**src/ubm_defs.vh**
```
// register offsets, field positions and reset values of the serial buffers and mode block
`ifndef UBM_DEFS_VH
`define UBM_DEFS_VH

// ----------------------------------------
// register offsets
// ----------------------------------------
`define UBM_ADDR_W      16
`define UBM_OFF_MODE    16'hFF90
`define UBM_OFF_ERR     16'hFF91
`define UBM_OFF_RXBUF   16'hFF92
`define UBM_OFF_TXBUF   16'hFF93
`define UBM_OFF_DIR     16'hFF94
`define UBM_OFF_TXSTAT  16'hFF95

// ----------------------------------------
// mode register fields
// ----------------------------------------
`define UBM_MODE_PWR    7
`define UBM_MODE_TXE    6
`define UBM_MODE_RXE    5
`define UBM_MODE_PS_HI  4
`define UBM_MODE_PS_LO  3
`define UBM_MODE_CL     2
`define UBM_MODE_SL     1
`define UBM_MODE_ISRM   0

// ----------------------------------------
// other fields
// ----------------------------------------
`define UBM_ERR_PE      2
`define UBM_ERR_FE      1
`define UBM_ERR_OVE     0
`define UBM_TXS_BF      1
`define UBM_TXS_SF      0
`define UBM_DIR_MSB     0

// ----------------------------------------
// reset values and encodings
// ----------------------------------------
`define UBM_RST_MODE    8'h01
`define UBM_RST_BUF     8'hFF
`define UBM_PAR_NONE    2'h0
`define UBM_PAR_ZERO    2'h1
`define UBM_PAR_ODD     2'h2
`define UBM_PAR_EVEN    2'h3
`define UBM_MASK_LSB7   8'h7F
`define UBM_MASK_MSB7   8'hFE

`endif

```
**src/ubm_uart_core.v**
```verilog
// serial transmit/receive buffers, shifters and operation mode control
`timescale 1ns/10ps

module ubm_uart_core #(
	parameter BASE_DIV  = 4,
	parameter BIT_TICKS = 16
) (
	input  wire        clock,
	input  wire        rst_n,
	input  wire [15:0] addr,
	input  wire [7:0]  wdata,
	input  wire        wr_en,
	input  wire        rd_en,
	output reg  [7:0]  rdata_q,
	input  wire        serial_in_pin,
	output wire        serial_out_pin,
	output reg         transmit_complete_irq_q,
	output reg         receive_complete_irq_q,
	output reg         receive_error_irq_q
);
`include "ubm_defs.vh"

	localparam TX_IDLE = 3'h0;
	localparam TX_START = 3'h1;
	localparam TX_DATA = 3'h2;
	localparam TX_PAR = 3'h3;
	localparam TX_STOP = 3'h4;
	localparam RX_IDLE = 3'h0;
	localparam RX_START = 3'h1;
	localparam RX_DATA = 3'h2;
	localparam RX_PAR = 3'h3;
	localparam RX_STOP = 3'h4;
	localparam integer HALF_I = BIT_TICKS / 2;
	localparam integer LAST_I = BIT_TICKS - 1;
	localparam integer DLAST_I = BASE_DIV - 1;
	localparam [7:0] HALF = HALF_I[7:0];
	localparam [7:0] LAST = LAST_I[7:0];
	localparam [7:0] DLAST = DLAST_I[7:0];

	function hit;
		input [15:0] a;
		input [15:0] off;
		hit = (a == off);
	endfunction

	function par_of;
		input [7:0] d;
		input       msb;
		input       cl8;
		par_of = ^(d & (cl8 ? `UBM_RST_BUF : (msb ? `UBM_MASK_MSB7 : `UBM_MASK_LSB7)));
	endfunction

	reg  [7:0] mode_q;
	reg        msb_q;
	reg  [7:0] rxbuf_q;
	reg  [7:0] txbuf_q;
	reg  [2:0] err_q;
	reg        txbf_q;
	reg        rx_full_q;
	reg  [7:0] div_q;
	reg        base_q;
	reg        pwr_run_q;
	reg        tx_run_q;
	reg        rx_run_q;
	reg        tx_arm_q;
	reg        rx_arm_q;
	reg  [2:0] tx_st_q;
	reg  [7:0] tx_sh_q;
	reg  [7:0] tx_tk_q;
	reg  [3:0] tx_n_q;
	reg        tx_par_q;
	reg        tx_out_q;
	reg  [2:0] rx_st_q;
	reg  [7:0] rx_sh_q;
	reg  [7:0] rx_tk_q;
	reg  [3:0] rx_n_q;
	reg        rx_pe_q;

	wire       pwr = mode_q[`UBM_MODE_PWR];
	wire       txe = mode_q[`UBM_MODE_TXE];
	wire       rxe = mode_q[`UBM_MODE_RXE];
	wire [1:0] ps = {mode_q[`UBM_MODE_PS_HI], mode_q[`UBM_MODE_PS_LO]};
	wire       cl8 = mode_q[`UBM_MODE_CL];
	wire [3:0] nbits = cl8 ? 4'h8 : 4'h7;
	wire       fall = pwr_run_q && base_q && (div_q == DLAST);
	wire       rx_line = pwr ? serial_in_pin : 1'b1;
	wire       wr_tx = wr_en && hit(addr, `UBM_OFF_TXBUF);
	wire       rd_err = rd_en && hit(addr, `UBM_OFF_ERR);
	wire       rd_rx = rd_en && hit(addr, `UBM_OFF_RXBUF);
	wire       tx_bit_end = fall && (tx_tk_q == LAST);
	wire       tx_go = fall && txbf_q;
	wire       tx_last = tx_bit_end && (tx_st_q == TX_STOP) && (tx_n_q == 4'h0);
	wire       rx_done = fall && (rx_st_q == RX_STOP) && (rx_tk_q == LAST);
	wire [7:0] rx_data = (cl8 ? rx_sh_q : (msb_q ? {rx_sh_q[6:0], 1'b0} : {1'b0, rx_sh_q[7:1]}));
	wire       rx_perr = rx_pe_q && (ps[1] == 1'b1);
	wire       rx_ferr = !rx_line;
	wire       rx_ovr = rx_full_q && !rd_rx;

	assign serial_out_pin = tx_out_q;

	// ----------------------------------------
	// software registers
	// ----------------------------------------
	always @(posedge clock or negedge rst_n) begin
		if (!rst_n) begin
			mode_q <= `UBM_RST_MODE;
			msb_q <= 1'b0;
			txbuf_q <= `UBM_RST_BUF;
			rdata_q <= 8'h00;
		end else begin
			if (wr_en && hit(addr, `UBM_OFF_MODE))
				mode_q <= wdata;
			if (wr_en && hit(addr, `UBM_OFF_DIR))
				msb_q <= wdata[`UBM_DIR_MSB];
			if (wr_tx)
				txbuf_q <= wdata;
			rdata_q <= 8'h00;
			if (rd_en) begin
				if (hit(addr, `UBM_OFF_MODE))
					rdata_q <= mode_q;
				else if (hit(addr, `UBM_OFF_ERR))
					rdata_q <= {5'h00, err_q};
				else if (hit(addr, `UBM_OFF_RXBUF))
					rdata_q <= rxbuf_q;
				else if (hit(addr, `UBM_OFF_TXBUF))
					rdata_q <= txbuf_q;
				else if (hit(addr, `UBM_OFF_DIR))
					rdata_q <= {7'h00, msb_q};
				else if (hit(addr, `UBM_OFF_TXSTAT))
					rdata_q <= {6'h00, txbf_q, (tx_st_q != TX_IDLE)};
			end
		end
	end

	// ----------------------------------------
	// base clock and enable sequencing
	// ----------------------------------------
	// power-off reset is applied synchronously so no register bit drives a reset pin
	always @(posedge clock or negedge rst_n) begin
		if (!rst_n) begin
			div_q <= 8'h00;
			base_q <= 1'b0;
			pwr_run_q <= 1'b0;
			tx_run_q <= 1'b0;
			rx_run_q <= 1'b0;
			tx_arm_q <= 1'b0;
			rx_arm_q <= 1'b0;
		end else if (!pwr) begin
			div_q <= 8'h00;
			base_q <= 1'b0;
			pwr_run_q <= 1'b0;
			tx_run_q <= 1'b0;
			rx_run_q <= 1'b0;
			tx_arm_q <= 1'b0;
			rx_arm_q <= 1'b0;
		end else begin
			div_q <= (div_q == DLAST) ? 8'h00 : div_q + 8'h01;
			if (div_q == DLAST) begin
				base_q <= ~base_q;
				if (base_q)
					pwr_run_q <= 1'b1;
			end
			// first tick only arms: an enable set just before a tick still waits a whole base period
			tx_arm_q <= txe && (tx_arm_q || fall);
			rx_arm_q <= rxe && (rx_arm_q || fall);
			tx_run_q <= txe && (tx_run_q || (tx_arm_q && fall));
			rx_run_q <= rxe && (rx_run_q || (rx_arm_q && fall));
		end
	end

	// ----------------------------------------
	// transmitter
	// ----------------------------------------
	always @(posedge clock or negedge rst_n) begin
		if (!rst_n) begin
			txbf_q <= 1'b0;
			tx_st_q <= TX_IDLE;
			tx_sh_q <= 8'h00;
			tx_tk_q <= 8'h00;
			tx_n_q <= 4'h0;
			tx_par_q <= 1'b0;
			tx_out_q <= 1'b1;
			transmit_complete_irq_q <= 1'b0;
		end else if (!pwr || !tx_run_q) begin
			txbf_q <= 1'b0;
			tx_st_q <= TX_IDLE;
			tx_tk_q <= 8'h00;
			tx_out_q <= 1'b1;
			transmit_complete_irq_q <= 1'b0;
		end else begin
			transmit_complete_irq_q <= 1'b0;
			// write is flagged only when enabled; a write over a full buffer replaces the waiting character
			if (wr_tx)
				txbf_q <= 1'b1;
			if (fall)
				tx_tk_q <= (tx_tk_q == LAST) ? 8'h00 : tx_tk_q + 8'h01;
			case (tx_st_q)
				TX_IDLE: begin
					tx_out_q <= 1'b1;
					if (tx_go) begin
						tx_sh_q <= txbuf_q;
						tx_par_q <= par_of(txbuf_q, msb_q, cl8);
						txbf_q <= wr_tx;
						tx_tk_q <= 8'h00;
						tx_out_q <= 1'b0;
						tx_st_q <= TX_START;
					end
				end
				TX_START: begin
					if (tx_bit_end) begin
						tx_n_q <= nbits;
						tx_st_q <= TX_DATA;
						tx_out_q <= msb_q ? tx_sh_q[7] : tx_sh_q[0];
					end
				end
				TX_DATA: begin
					if (tx_bit_end) begin
						if (tx_n_q == 4'h1) begin
							tx_st_q <= (ps == `UBM_PAR_NONE) ? TX_STOP : TX_PAR;
							tx_n_q <= {3'h0, mode_q[`UBM_MODE_SL]};
							if (ps == `UBM_PAR_NONE)
								tx_out_q <= 1'b1;
							else if (ps == `UBM_PAR_ZERO)
								tx_out_q <= 1'b0;
							else
								tx_out_q <= tx_par_q ^ (ps == `UBM_PAR_ODD);
						end else begin
							tx_n_q <= tx_n_q - 4'h1;
							tx_out_q <= msb_q ? tx_sh_q[6] : tx_sh_q[1];
							tx_sh_q <= msb_q ? {tx_sh_q[6:0], 1'b0} : {1'b0, tx_sh_q[7:1]};
						end
					end
				end
				TX_PAR: begin
					if (tx_bit_end) begin
						tx_out_q <= 1'b1;
						tx_st_q <= TX_STOP;
					end
				end
				TX_STOP: begin
					if (tx_last) begin
						transmit_complete_irq_q <= 1'b1;
						if (txbf_q) begin
							tx_sh_q <= txbuf_q;
							tx_par_q <= par_of(txbuf_q, msb_q, cl8);
							txbf_q <= wr_tx;
							tx_out_q <= 1'b0;
							tx_st_q <= TX_START;
						end else
							tx_st_q <= TX_IDLE;
					end else if (tx_bit_end)
						tx_n_q <= tx_n_q - 4'h1;
				end
				default: tx_st_q <= TX_IDLE;
			endcase
		end
	end

	// ----------------------------------------
	// receiver
	// ----------------------------------------
	always @(posedge clock or negedge rst_n) begin
		if (!rst_n) begin
			rxbuf_q <= `UBM_RST_BUF;
			rx_full_q <= 1'b0;
			err_q <= 3'h0;
			rx_st_q <= RX_IDLE;
			rx_sh_q <= 8'h00;
			rx_tk_q <= 8'h00;
			rx_n_q <= 4'h0;
			rx_pe_q <= 1'b0;
			receive_complete_irq_q <= 1'b0;
			receive_error_irq_q <= 1'b0;
		end else if (!pwr) begin
			rxbuf_q <= `UBM_RST_BUF;
			rx_full_q <= 1'b0;
			err_q <= 3'h0;
			rx_st_q <= RX_IDLE;
			receive_complete_irq_q <= 1'b0;
			receive_error_irq_q <= 1'b0;
		end else if (!rx_run_q) begin
			rx_st_q <= RX_IDLE;
			rx_full_q <= 1'b0;
			receive_complete_irq_q <= 1'b0;
			receive_error_irq_q <= 1'b0;
		end else begin
			receive_complete_irq_q <= 1'b0;
			receive_error_irq_q <= 1'b0;
			if (rd_rx)
				rx_full_q <= 1'b0;
			if (rd_err)
				err_q <= 3'h0;
			if (fall)
				rx_tk_q <= (rx_tk_q == LAST) ? 8'h00 : rx_tk_q + 8'h01;
			case (rx_st_q)
				RX_IDLE: begin
					rx_tk_q <= 8'h00;
					if (fall && !rx_line) begin
						rx_tk_q <= 8'h01;
						rx_st_q <= RX_START;
					end
				end
				RX_START: begin
					// sampling mid-bit rejects glitches shorter than half a bit
					if (fall && rx_tk_q == HALF) begin
						rx_tk_q <= 8'h00;
						rx_sh_q <= 8'h00;
						rx_n_q <= nbits;
						rx_pe_q <= 1'b0;
						rx_st_q <= rx_line ? RX_IDLE : RX_DATA;
					end
				end
				RX_DATA: begin
					if (fall && rx_tk_q == LAST) begin
						rx_sh_q <= msb_q ? {rx_sh_q[6:0], rx_line} : {rx_line, rx_sh_q[7:1]};
						rx_pe_q <= rx_pe_q ^ rx_line;
						rx_n_q <= rx_n_q - 4'h1;
						if (rx_n_q == 4'h1)
							rx_st_q <= (ps == `UBM_PAR_NONE) ? RX_STOP : RX_PAR;
					end
				end
				RX_PAR: begin
					if (fall && rx_tk_q == LAST) begin
						// zero parity is received but never judged
						rx_pe_q <= rx_pe_q ^ rx_line ^ (ps == `UBM_PAR_ODD);
						rx_st_q <= RX_STOP;
					end
				end
				RX_STOP: begin
					if (rx_done) begin
						rx_st_q <= RX_IDLE;
						if (rx_ovr)
							err_q[`UBM_ERR_OVE] <= 1'b1;
						else begin
							rxbuf_q <= rx_data;
							rx_full_q <= 1'b1;
						end
						if (rx_perr)
							err_q[`UBM_ERR_PE] <= 1'b1;
						if (rx_ferr)
							err_q[`UBM_ERR_FE] <= 1'b1;
						if ((rx_ovr || rx_perr || rx_ferr) && !mode_q[`UBM_MODE_ISRM])
							receive_error_irq_q <= 1'b1;
						else
							receive_complete_irq_q <= 1'b1;
					end
				end
				default: rx_st_q <= RX_IDLE;
			endcase
		end
	end

endmodule // ubm_uart_core

```
**config.mk**
```make
export PLATFORM = sky130hd
export DESIGN_NAME = ubm_uart_core
export DESIGN_NICKNAME = d
export VERILOG_FILES = /design/src/ubm_uart_core.v
export VERILOG_INCLUDE_DIRS = /design/src /design/src/src
export SDC_FILE = /design/constraint.sdc
export NUM_CORES = 1
export LEC_CHECK = 0
export CAP_MARGIN = 20
export CORE_MARGIN = 10
export CORE_UTILIZATION = 40
export DETAILED_ROUTE_END_ITERATION = 10
export DONT_BUFFER_PORTS = 1
export SYNTH_ARGS = -nofsm -noshare
export SYNTH_HDL_FRONTEND = slang
export SYNTH_SLANG_ARGS = --single-unit
```
**constraint.sdc**
```tcl
create_clock -name clock -period 5.01 [get_ports clock]
set_clock_uncertainty 0.2 [all_clocks]
set_input_delay 0.501 -clock clock [delete_from_list [all_inputs] [get_ports clock]]
set_output_delay 0.501 -clock clock [all_outputs]
set_load 0.02 [all_outputs]
```
==> run metrics, run 1 <==
TritonCTS clock tree=yes; Setup TNS Final=0 ns; Setup CP Type=reg -> reg; CP Capture Type=flip-flop; P_leak=2.495 nW; CTS Buf Count=9; Root Buffer=clkbuf_16; Post-DP HPWL=9.991 mm; Starting Density=40.55%; Max Freq=320.9 MHz; Arrival @ worst endpoint=3.21 ns; clk_lat worst skew=0.36 ns; Most used DFF post-synth=dfrtp_1; worst slack, placed=1.922 ns; # clock sinks=104; number of diodes=0; Routed Antenna Nets=0; minimum clock period=3.117 ns; # DRC=0; final worst slack=1.893 ns; final period utilization=62.21%; RD Place Congestion=0.8776; H-Tree Depth=3; starting DRC count in detailed routing=285; Least-Margin Pin Slew=0.9764 ns; syn avg cell area=9.722 um^2; layout cell share with drive strength beyond 1=14.48%; slew margin rel.=34.91%; port bufs=0; async set or reset register ratio after synthesis=100.0%; Warnings, synthesis=0; initial antenna violation count=0; Max FO, Critical Path=25; most frequent cells in the layout=dfrtp_1 (86), nand2_1 (60), nor2_1 (52), o21ai_0 (41), mux2_2 (38); most common cell after layout, fill and taps aside=dfrtp_1; worst hold path class=in -> reg; die footprint=19930 um^2; max_cap viols=0; Post-Syn Area=5872 um^2; final wirelength=14.17 mm; status=complete, no violations; final design utilization=43.86%; # rows=44; final hold slack=0.08971 ns; Fin. Hold Viols=0; Tot Pwr=1.584 mW; Chip Width=141.2 um; worst endpoint required time=5.11 ns; Pre-Repair DR Iteration Count=6; Layout Nets=626; Vias/cell=6.062; maximum vdd ir drop=176.0 uV; RSZ-0062 raised after global routing=no; sequential fraction of the synthesis area=44.70%; EDFF count, synth=0; CTS Buffer Depth=2; CORE AREA=14480 um^2; Slew Limit Fails=0; Die H=141.2 um; largest net degree at the start of global routing=105; gr ovfl total=0; #FFs+latches synth=104; Area growth, synth to finish=8.140%; Syn Nets=641; Clock transition at path regs=0.07 ns; type of origin of the critical path=flip-flop; power density cells=249.5 nW/um^2; DR vias=4716; Mapped Cells=604; vias in the first global route=4585; Synth cell types=67; number of I/O pins=41; first-pass GRT wire length=23.69 mm; DR WL/cell=18.22 um; final setup vio count=0; GR Util All Layers=14.41%
power by group:
| part | switching [mW] | internal (mW) | total [mW] |
|---|---|---|---|
| Clock | 0.328 | 0.394 | 0.722 |
| Sequential | 0.000135 | 0.840 | 0.840 |
| Combinational | 0.0178 | 0.00508 | 0.0228 |
area by class of cell:
type                            instances  area, um^2
Inverter                               14       52.55
Fill cell                            1368        8129
Clock buffer                            9       225.2
Timing Repair Buffer                    4       52.55
Multi-Input combinational cell        456        3085
Sequential cell                       104        2625
Clock inverter                          7       78.83
Tap cell                              184       230.2
what timing repair did:
action | CTS | global route
hold endpoints to repair | 104 | 0
setup buffers | 0 | 0
hold buffers | 2 | 0
resized for setup | 0 | 0
final timing paths:
| path | start | end | slack (ns) | cells after the start |
|---|---|---|---|---|
| max in group asynchronous | rst_n | txbuf_q[7] | 3.64 | 2 |
| worst min register to register | rx_arm_q | rx_arm_q | 0.30 | 2 |
| min in group asynchronous | rst_n | rx_tk_q[0] | 0.54 | 2 |
| worst min-delay path | wdata[3] | txbuf_q[3] | 0.09 | 1 |
| worst max-delay path | mode_q[7] | rx_n_q[1] | 1.89 | 6 |
| worst max register to register | mode_q[7] | rx_n_q[1] | 1.89 | 6 |
flip-flops by register name (all words and copies together), names as in the netlist, 8 cells and up:
register and cells:
tx_tk_q 8, mode_q 8, div_q 8, rxbuf_q 8
rx_sh_q 8, txbuf_q 8, tx_sh_q 8, rdata_q 8
rx_tk_q 8
synth_stat cells, drive strengths merged, types with 14 or more instances:
library cell	count	area, um^2
a21oi	22	110.1
inv	14	52.55
nor2	53	206.5
mux2i	24	240.2
clkbuf	29	108.9
dfrtp	86	2152
mux2	38	427.9
nor3	15	86.34
nand2	60	225.2
dfstp	18	473.0
nand3	26	130.1
o21ai	41	205.2
xnor2	15	131.4
logic make-up after synthesis:
group	after synthesis	share of synthesized area, %
AOI/OAI and AO/OA	137	15.98
xor gates and xnor gates	22	3.282
adders and majority gates	8	1.705
buffers and inverters	44	2.834
DFF	104	44.70
muxes	62	11.38
and+or+nand+nor	227	20.12
critical path, stage by stage, from the launching register on:
cell and delay [ns]:
dfrtp_1 0.83, nand2_1 0.48, nor4_1 0.53, o211ai_1 0.39, buf_4 0.29, a211oi_1 0.21
a21o_1 0.11
per-stage QoR:
step / cells / area, um^2
after floorplan: 604 / 5872
after global placement: 759 / 6001
after detailed placement: 760 / 6008
after CTS: 778 / 6350
after global routing: 778 / 6350
final: 778 / 6350
routing by layer:
metal  vias up  global-route usage (%)  share of wire (%)
met1      2341                   18.63                 44
li1       2208                       -                  -
met5         -                       0                  0
met4         0                   6.033                1.9
met2       149                   22.46                 47
met3        18                   3.493                6.6
(Power assumes the default switching activity.)
==> run 2: changes to the inputs <==
Settings changed: ABC_AREA set to 1.
Clock period 5.01 ns to 2.8 ns, I/O delays scaled along.
==> run metrics, run 2 <==
Clock transition at path regs=0.08 ns; most common cell after layout, fill and taps aside=nand2_1; top cell type by total area after synthesis=dfrtp_1; power density cells=416.1 nW/um^2; worst hold path class=in -> async; maximum vdd ir drop=359.3 uV; synth cell count leaders=nand2_1 (192), inv_1 (88), dfrtp_1 (86); minimum clock period=2.451 ns; slew margin rel.=67.18%; Most used DFF post-synth=dfrtp_1; most frequent cells in the layout=nand2_1 (192), inv_1 (88), dfrtp_1 (86), nor2_1 (72), nand3_1 (63); Critical path buffers and inverters=3; Mapped Cells=794; failing checks=hold timing; Post-CTS Hold Buffers=14; syn avg cell area=7.714 um^2; # DRC=0; Post-CTS Resized=0; clock power share=45.0%; Starting Density=40.59%; Switching Share=23.38%; Pre-Repair DR Iteration Count=5; CP Capture Type=flip-flop; # clock sinks=104; Yosys top cell area share=35.14%; Largest delay share family, worst path=buffers and inverters; Worst Setup EP=err_q[1]; RSZ-0062 raised after global routing=no; Tot Pwr=2.803 mW; # rows=45; Warnings, synthesis=0; worst setup path startpoint=mode_q[7]; final setup vio count=0; max_cap viols=0; type of origin of the critical path=flip-flop; worst path cell trace=nand2_1, buf_4, inv_1, nand4_1, o21ai_1, dlygate4sd3_1; Setup CP Type=reg -> reg; Flop pwr share=53.6%; TritonCTS clock tree=yes; async set or reset register ratio after synthesis=100.0%; largest net degree at the start of global routing=105; DR WL/cell=14.58 um; number of diodes=0; starting DRC count in detailed routing=414; Setup TNS Final=0 ns; Syn Nets=831; GR Util All Layers=14.84%; port bufs=0; Layout Nets=843; FF-to-FF End=err_q[1]; Fin. Hold Viols=104; Area growth, synth to finish=9.990%; CTS Buffer Depth=2; final wirelength=14.56 mm; CORE AREA=15090 um^2; r2r worst-path depth=6; crit path max-delay cell type=dfrtp_1; Post-DP HPWL=10.73 mm; Max FO, Critical Path=11; H-Tree Depth=3; number of I/O pins=41; Least-Margin Pin Slew=0.4917 ns; final period utilization=87.55%; most common cell in the synthesized netlist=nand2_1; Max stage delay on crit path=0.58 ns; #FFs+latches synth=104; worst endpoint required time=2.90 ns; RD Place Congestion=0.8493; Slew Limit Fails=0; P_leak=2.990 nW; postcts setup bufs=0; Arrival @ worst endpoint=2.55 ns; sequential fraction of the synthesis area=42.86%; Worst R2R Start=mode_q[7]; die footprint=20660 um^2; Synth cell types=45; Chip Width=143.7 um; Crit path depth=6; Routed Antenna Nets=0; Gate power share=1.4%; initial antenna violation count=0; Post-Syn Area=6125 um^2; CTS Buf Count=9; vias in the first global route=4784; Root Buffer=clkbuf_16; EDFF count, synth=0; first-pass GRT wire length=24.57 mm; Sw Pwr=655.4 uW; most area-consuming cells after synthesis=dfrtp_1 (35%), nand2_1 (12%), dfstp_2 (7.7%); layout cell share with drive strength beyond 1=13.44%; Vias/cell=5.121; status=complete, but fails checks; DR vias=5116; Finished Cell Area=6736 um^2; reg2reg setup slack=0.35 ns; Max Freq=407.9 MHz; placed cell areas=6300 um^2; final hold slack=-0.5897 ns; Int Pwr=2.148 mW; Die H=143.7 um; clk_lat worst skew=0.37 ns; gr ovfl total=0
==> run 2: changes by cell type in the layout (fill, tap and decap cells not counted), sizes merged, moves of 10 or more <==
cell / change
dlygate4sd3: +13
mux2i: -20
inv: +81
nand2: +149
xnor2: -11
mux2: -38
nor2: +33
o21ai: +46
nand3: +43
a21oi: +10
nand4: +10
==> run 2: power groups by stage <==
stage | Sequential, mW | Combinational (mW) | Clock, mW
CTS | 1.50 | 0.0390 | 1.30
detailed placement | 1.53 | 0.0239 | 0
global route | 1.50 | 0.0434 | 1.36
floorplan | 1.53 | 0.0186 | 0
finish | 1.50 | 0.0393 | 1.26
global placement | 1.53 | 0.0237 | 0
==> run 2: logic make-up (layout without fill, tap and decap cells) <==
| group | count (synthesis) | count (layout) | share of synthesized area [%] |
|---|---|---|---|
| flops | 104 | 104 | 42.86 |
| xor+xnor | 19 | 19 | 2.717 |
| fa+ha+maj | 8 | 8 | 1.634 |
| simple gates | 402 | 402 | 31.01 |
| compound gates | 142 | 142 | 13.52 |
| buf+inv | 115 | 132 | 7.600 |
| mux | 4 | 4 | 0.6538 |
==> run 2: cell type report <==
class	instances	area [um^2]
inverters	96	360.3
well taps	188	235.2
repair buffers	20	185.2
flip-flops and latches	104	2625
clock inverters	7	71.32
multi-input cells	575	3034
fillers	1496	8353
clock buffers	9	225.2
==> run 2: worst min-delay path by stage <==
stage	start	endpoint
after floorplan	rst_n	base_q
after global placement	rst_n	rx_sh_q[5]
after detailed placement	rst_n	rx_sh_q[5]
after CTS	rst_n	mode_q[2]
after global routing	rst_n	mode_q[2]
final	rst_n	rx_st_q[0]
==> run 2: worst reg2reg max path: cells and delay by family, from the launching register on <==
kind	cells	cell delay [ns]
AO/OA/AOI/OAI	1	0.18
buffers and inverters	3	1.07
AND/OR/NAND/NOR	2	0.36
flip-flops	1	0.58
==> run 2: metrics by stage <==
stage / std cells / setup slack (ns) / utilization [%]
after floorplan: 794 / 0.9027 / -
after global placement: 969 / 0.6654 / 41.75
after detailed placement: 969 / 0.6022 / 41.75
after CTS: 999 / 0.3582 / 44.64
after global routing: 999 / 0.1815 / 44.64
final: 999 / 0.3486 / 44.64
==> run 2: metal layers <==
layer / part of all wire [%] / track usage (%) / wire length [um]
met3: 4.6 / 2.706 / 672
met5: 0 / 0 / 0
met1: 49 / 20.81 / 7184
met2: 44 / 21.85 / 6395
met4: 2.1 / 6.287 / 310
==> run 3: changes to the inputs <==
Settings changed: HOLD_SLACK_MARGIN set to 0.15.
==> run metrics, run 3 (synthesis gave the netlist of run 2 again) <==
status=complete, but fails checks; failing checks=hold timing; GR Util All Layers=14.93%; layout cell share with drive strength beyond 1=13.31%; slew margin rel.=66.89%; Vias/cell=5.130; RD Place Congestion=0.8493; maximum vdd ir drop=354.1 uV; Critical path buffers and inverters=3; Setup TNS Final=0 ns; Fin. Hold Viols=104; Post-CTS Hold Buffers=22; max_cap viols=0; P_leak=3.039 nW; die footprint=20660 um^2; RSZ-0062 raised after global routing=no; gr ovfl total=0; max layer used=met4; Area growth, synth to finish=11.34%; postcts setup bufs=0; Slew Limit Fails=0; DR WL/cell=14.58 um; Filler cells=1486; first-pass GRT wire length=24.76 mm; Setup CP Type=reg -> reg; final hold slack=-0.5872 ns; minimum clock period=2.466 ns; final worst slack=0.3337 ns; worst endpoint required time=2.90 ns; DR vias=5171; # clock sinks=104; DRT met1 WL=7.271 mm; vias in the first global route=4855; Arrival @ worst endpoint=2.56 ns; CORE AREA=15090 um^2; Max FO, Critical Path=11; final wirelength=14.70 mm; Routed Antenna Nets=0; number of I/O pins=41; crit path max-delay cell type=dfrtp_1; H-Tree Depth=3; CTS Buf Count=9; Post-CTS Resized=0; CTS Buffer Depth=2; worst slack, placed=0.6022 ns; most frequent cells in the layout=nand2_1 (192), inv_1 (88), dfrtp_1 (86), nor2_1 (72), nand3_1 (63); worst hold path class=in -> async; Pre-Repair DR Iteration Count=5; final setup vio count=0; Largest delay share family, worst path=buffers and inverters; register area=2625 um^2; Post-DP HPWL=10.73 mm; clk_lat worst skew=0.36 ns; # DRC=0; starting DRC count in detailed routing=428; power density cells=411.2 nW/um^2; largest net degree at the start of global routing=105; most common cell after layout, fill and taps aside=nand2_1; port bufs=0; Chip Width=143.7 um; Die H=143.7 um; Starting Density=40.59%; Max stage delay on crit path=0.58 ns; Least-Margin Pin Slew=0.4961 ns; Clock transition at path regs=0.08 ns; initial antenna violation count=1; TritonCTS clock tree=yes; routed wire length on met3=774 um; # rows=45; Max Freq=405.5 MHz; DR WL met2=6.289 mm; final period utilization=88.08%; Root Buffer=clkbuf_16; worst path cell trace=nand2_1, buf_4, inv_1, nand4_1, o21ai_1, dlygate4sd3_1; Layout Nets=851; area of the multi-input gates=3034 um^2; CP Capture Type=flip-flop; type of origin of the critical path=flip-flop
==> run 3: cell types whose count changed in the layout (fill, tap and decap cells not counted), sizes merged <==
cell,delta
diode,+1
dlygate4sd3,+8
==> run 3: report_power, final <==
group	switching (mW)	internal, mW
clock	0.628	0.629
sequential	0.000153	1.50
combinational	0.0252	0.0197
==> run 3: path summary, 6_finish.rpt <==
kind | slack (ns) | startpoint | cells past startpoint | end
worst max-delay path | 0.33 | mode_q[7] | 6 | err_q[1]
worst min-delay path | -0.59 | rst_n | 0 | rx_st_q[0]
worst max register to register | 0.33 | mode_q[7] | 6 | err_q[1]
worst min register to register | 0.27 | rxbuf_q[7] | 2 | rxbuf_q[7]
max in group asynchronous | 2.73 | rst_n | 0 | serial_out_pin
min in group clock | 0.19 | addr[2] | 6 | rdata_q[0]
==> run 3: cell type report <==
| class | count | area share [%] |
|---|---|---|
| antenna | 1 | 0.03670 |
| clock buffer | 9 | 3.303 |
| clock inverter | 7 | 1.046 |
| inverter | 96 | 5.284 |
| multi-input combinational | 575 | 44.50 |
| sequential | 104 | 38.50 |
| tap | 188 | 3.450 |
| timing repair buffer | 28 | 3.890 |
==> run 3: routing by layer <==
layer  vias to the layer above  GRT usage, %
li1                       2631             -
met4                         0         6.717
met2                       132         21.82
met5                         -             0
met3                        18         2.508
met1                      2390         21.05
==> run 3: per-stage QoR <==
stage	std cells	power, mW	utilization, %	instance area, um^2	hold WS [ns]
final	1008	2.804	45.19	6819	-0.5872
after CTS	1007	2.844	45.17	6817	-0.6098
after global routing	1008	2.913	45.19	6819	-0.6123
after floorplan	794	1.550	-	6125	-0.2156
after global placement	969	1.555	41.75	6300	-0.2100
after detailed placement	969	1.555	41.75	6300	-0.2112
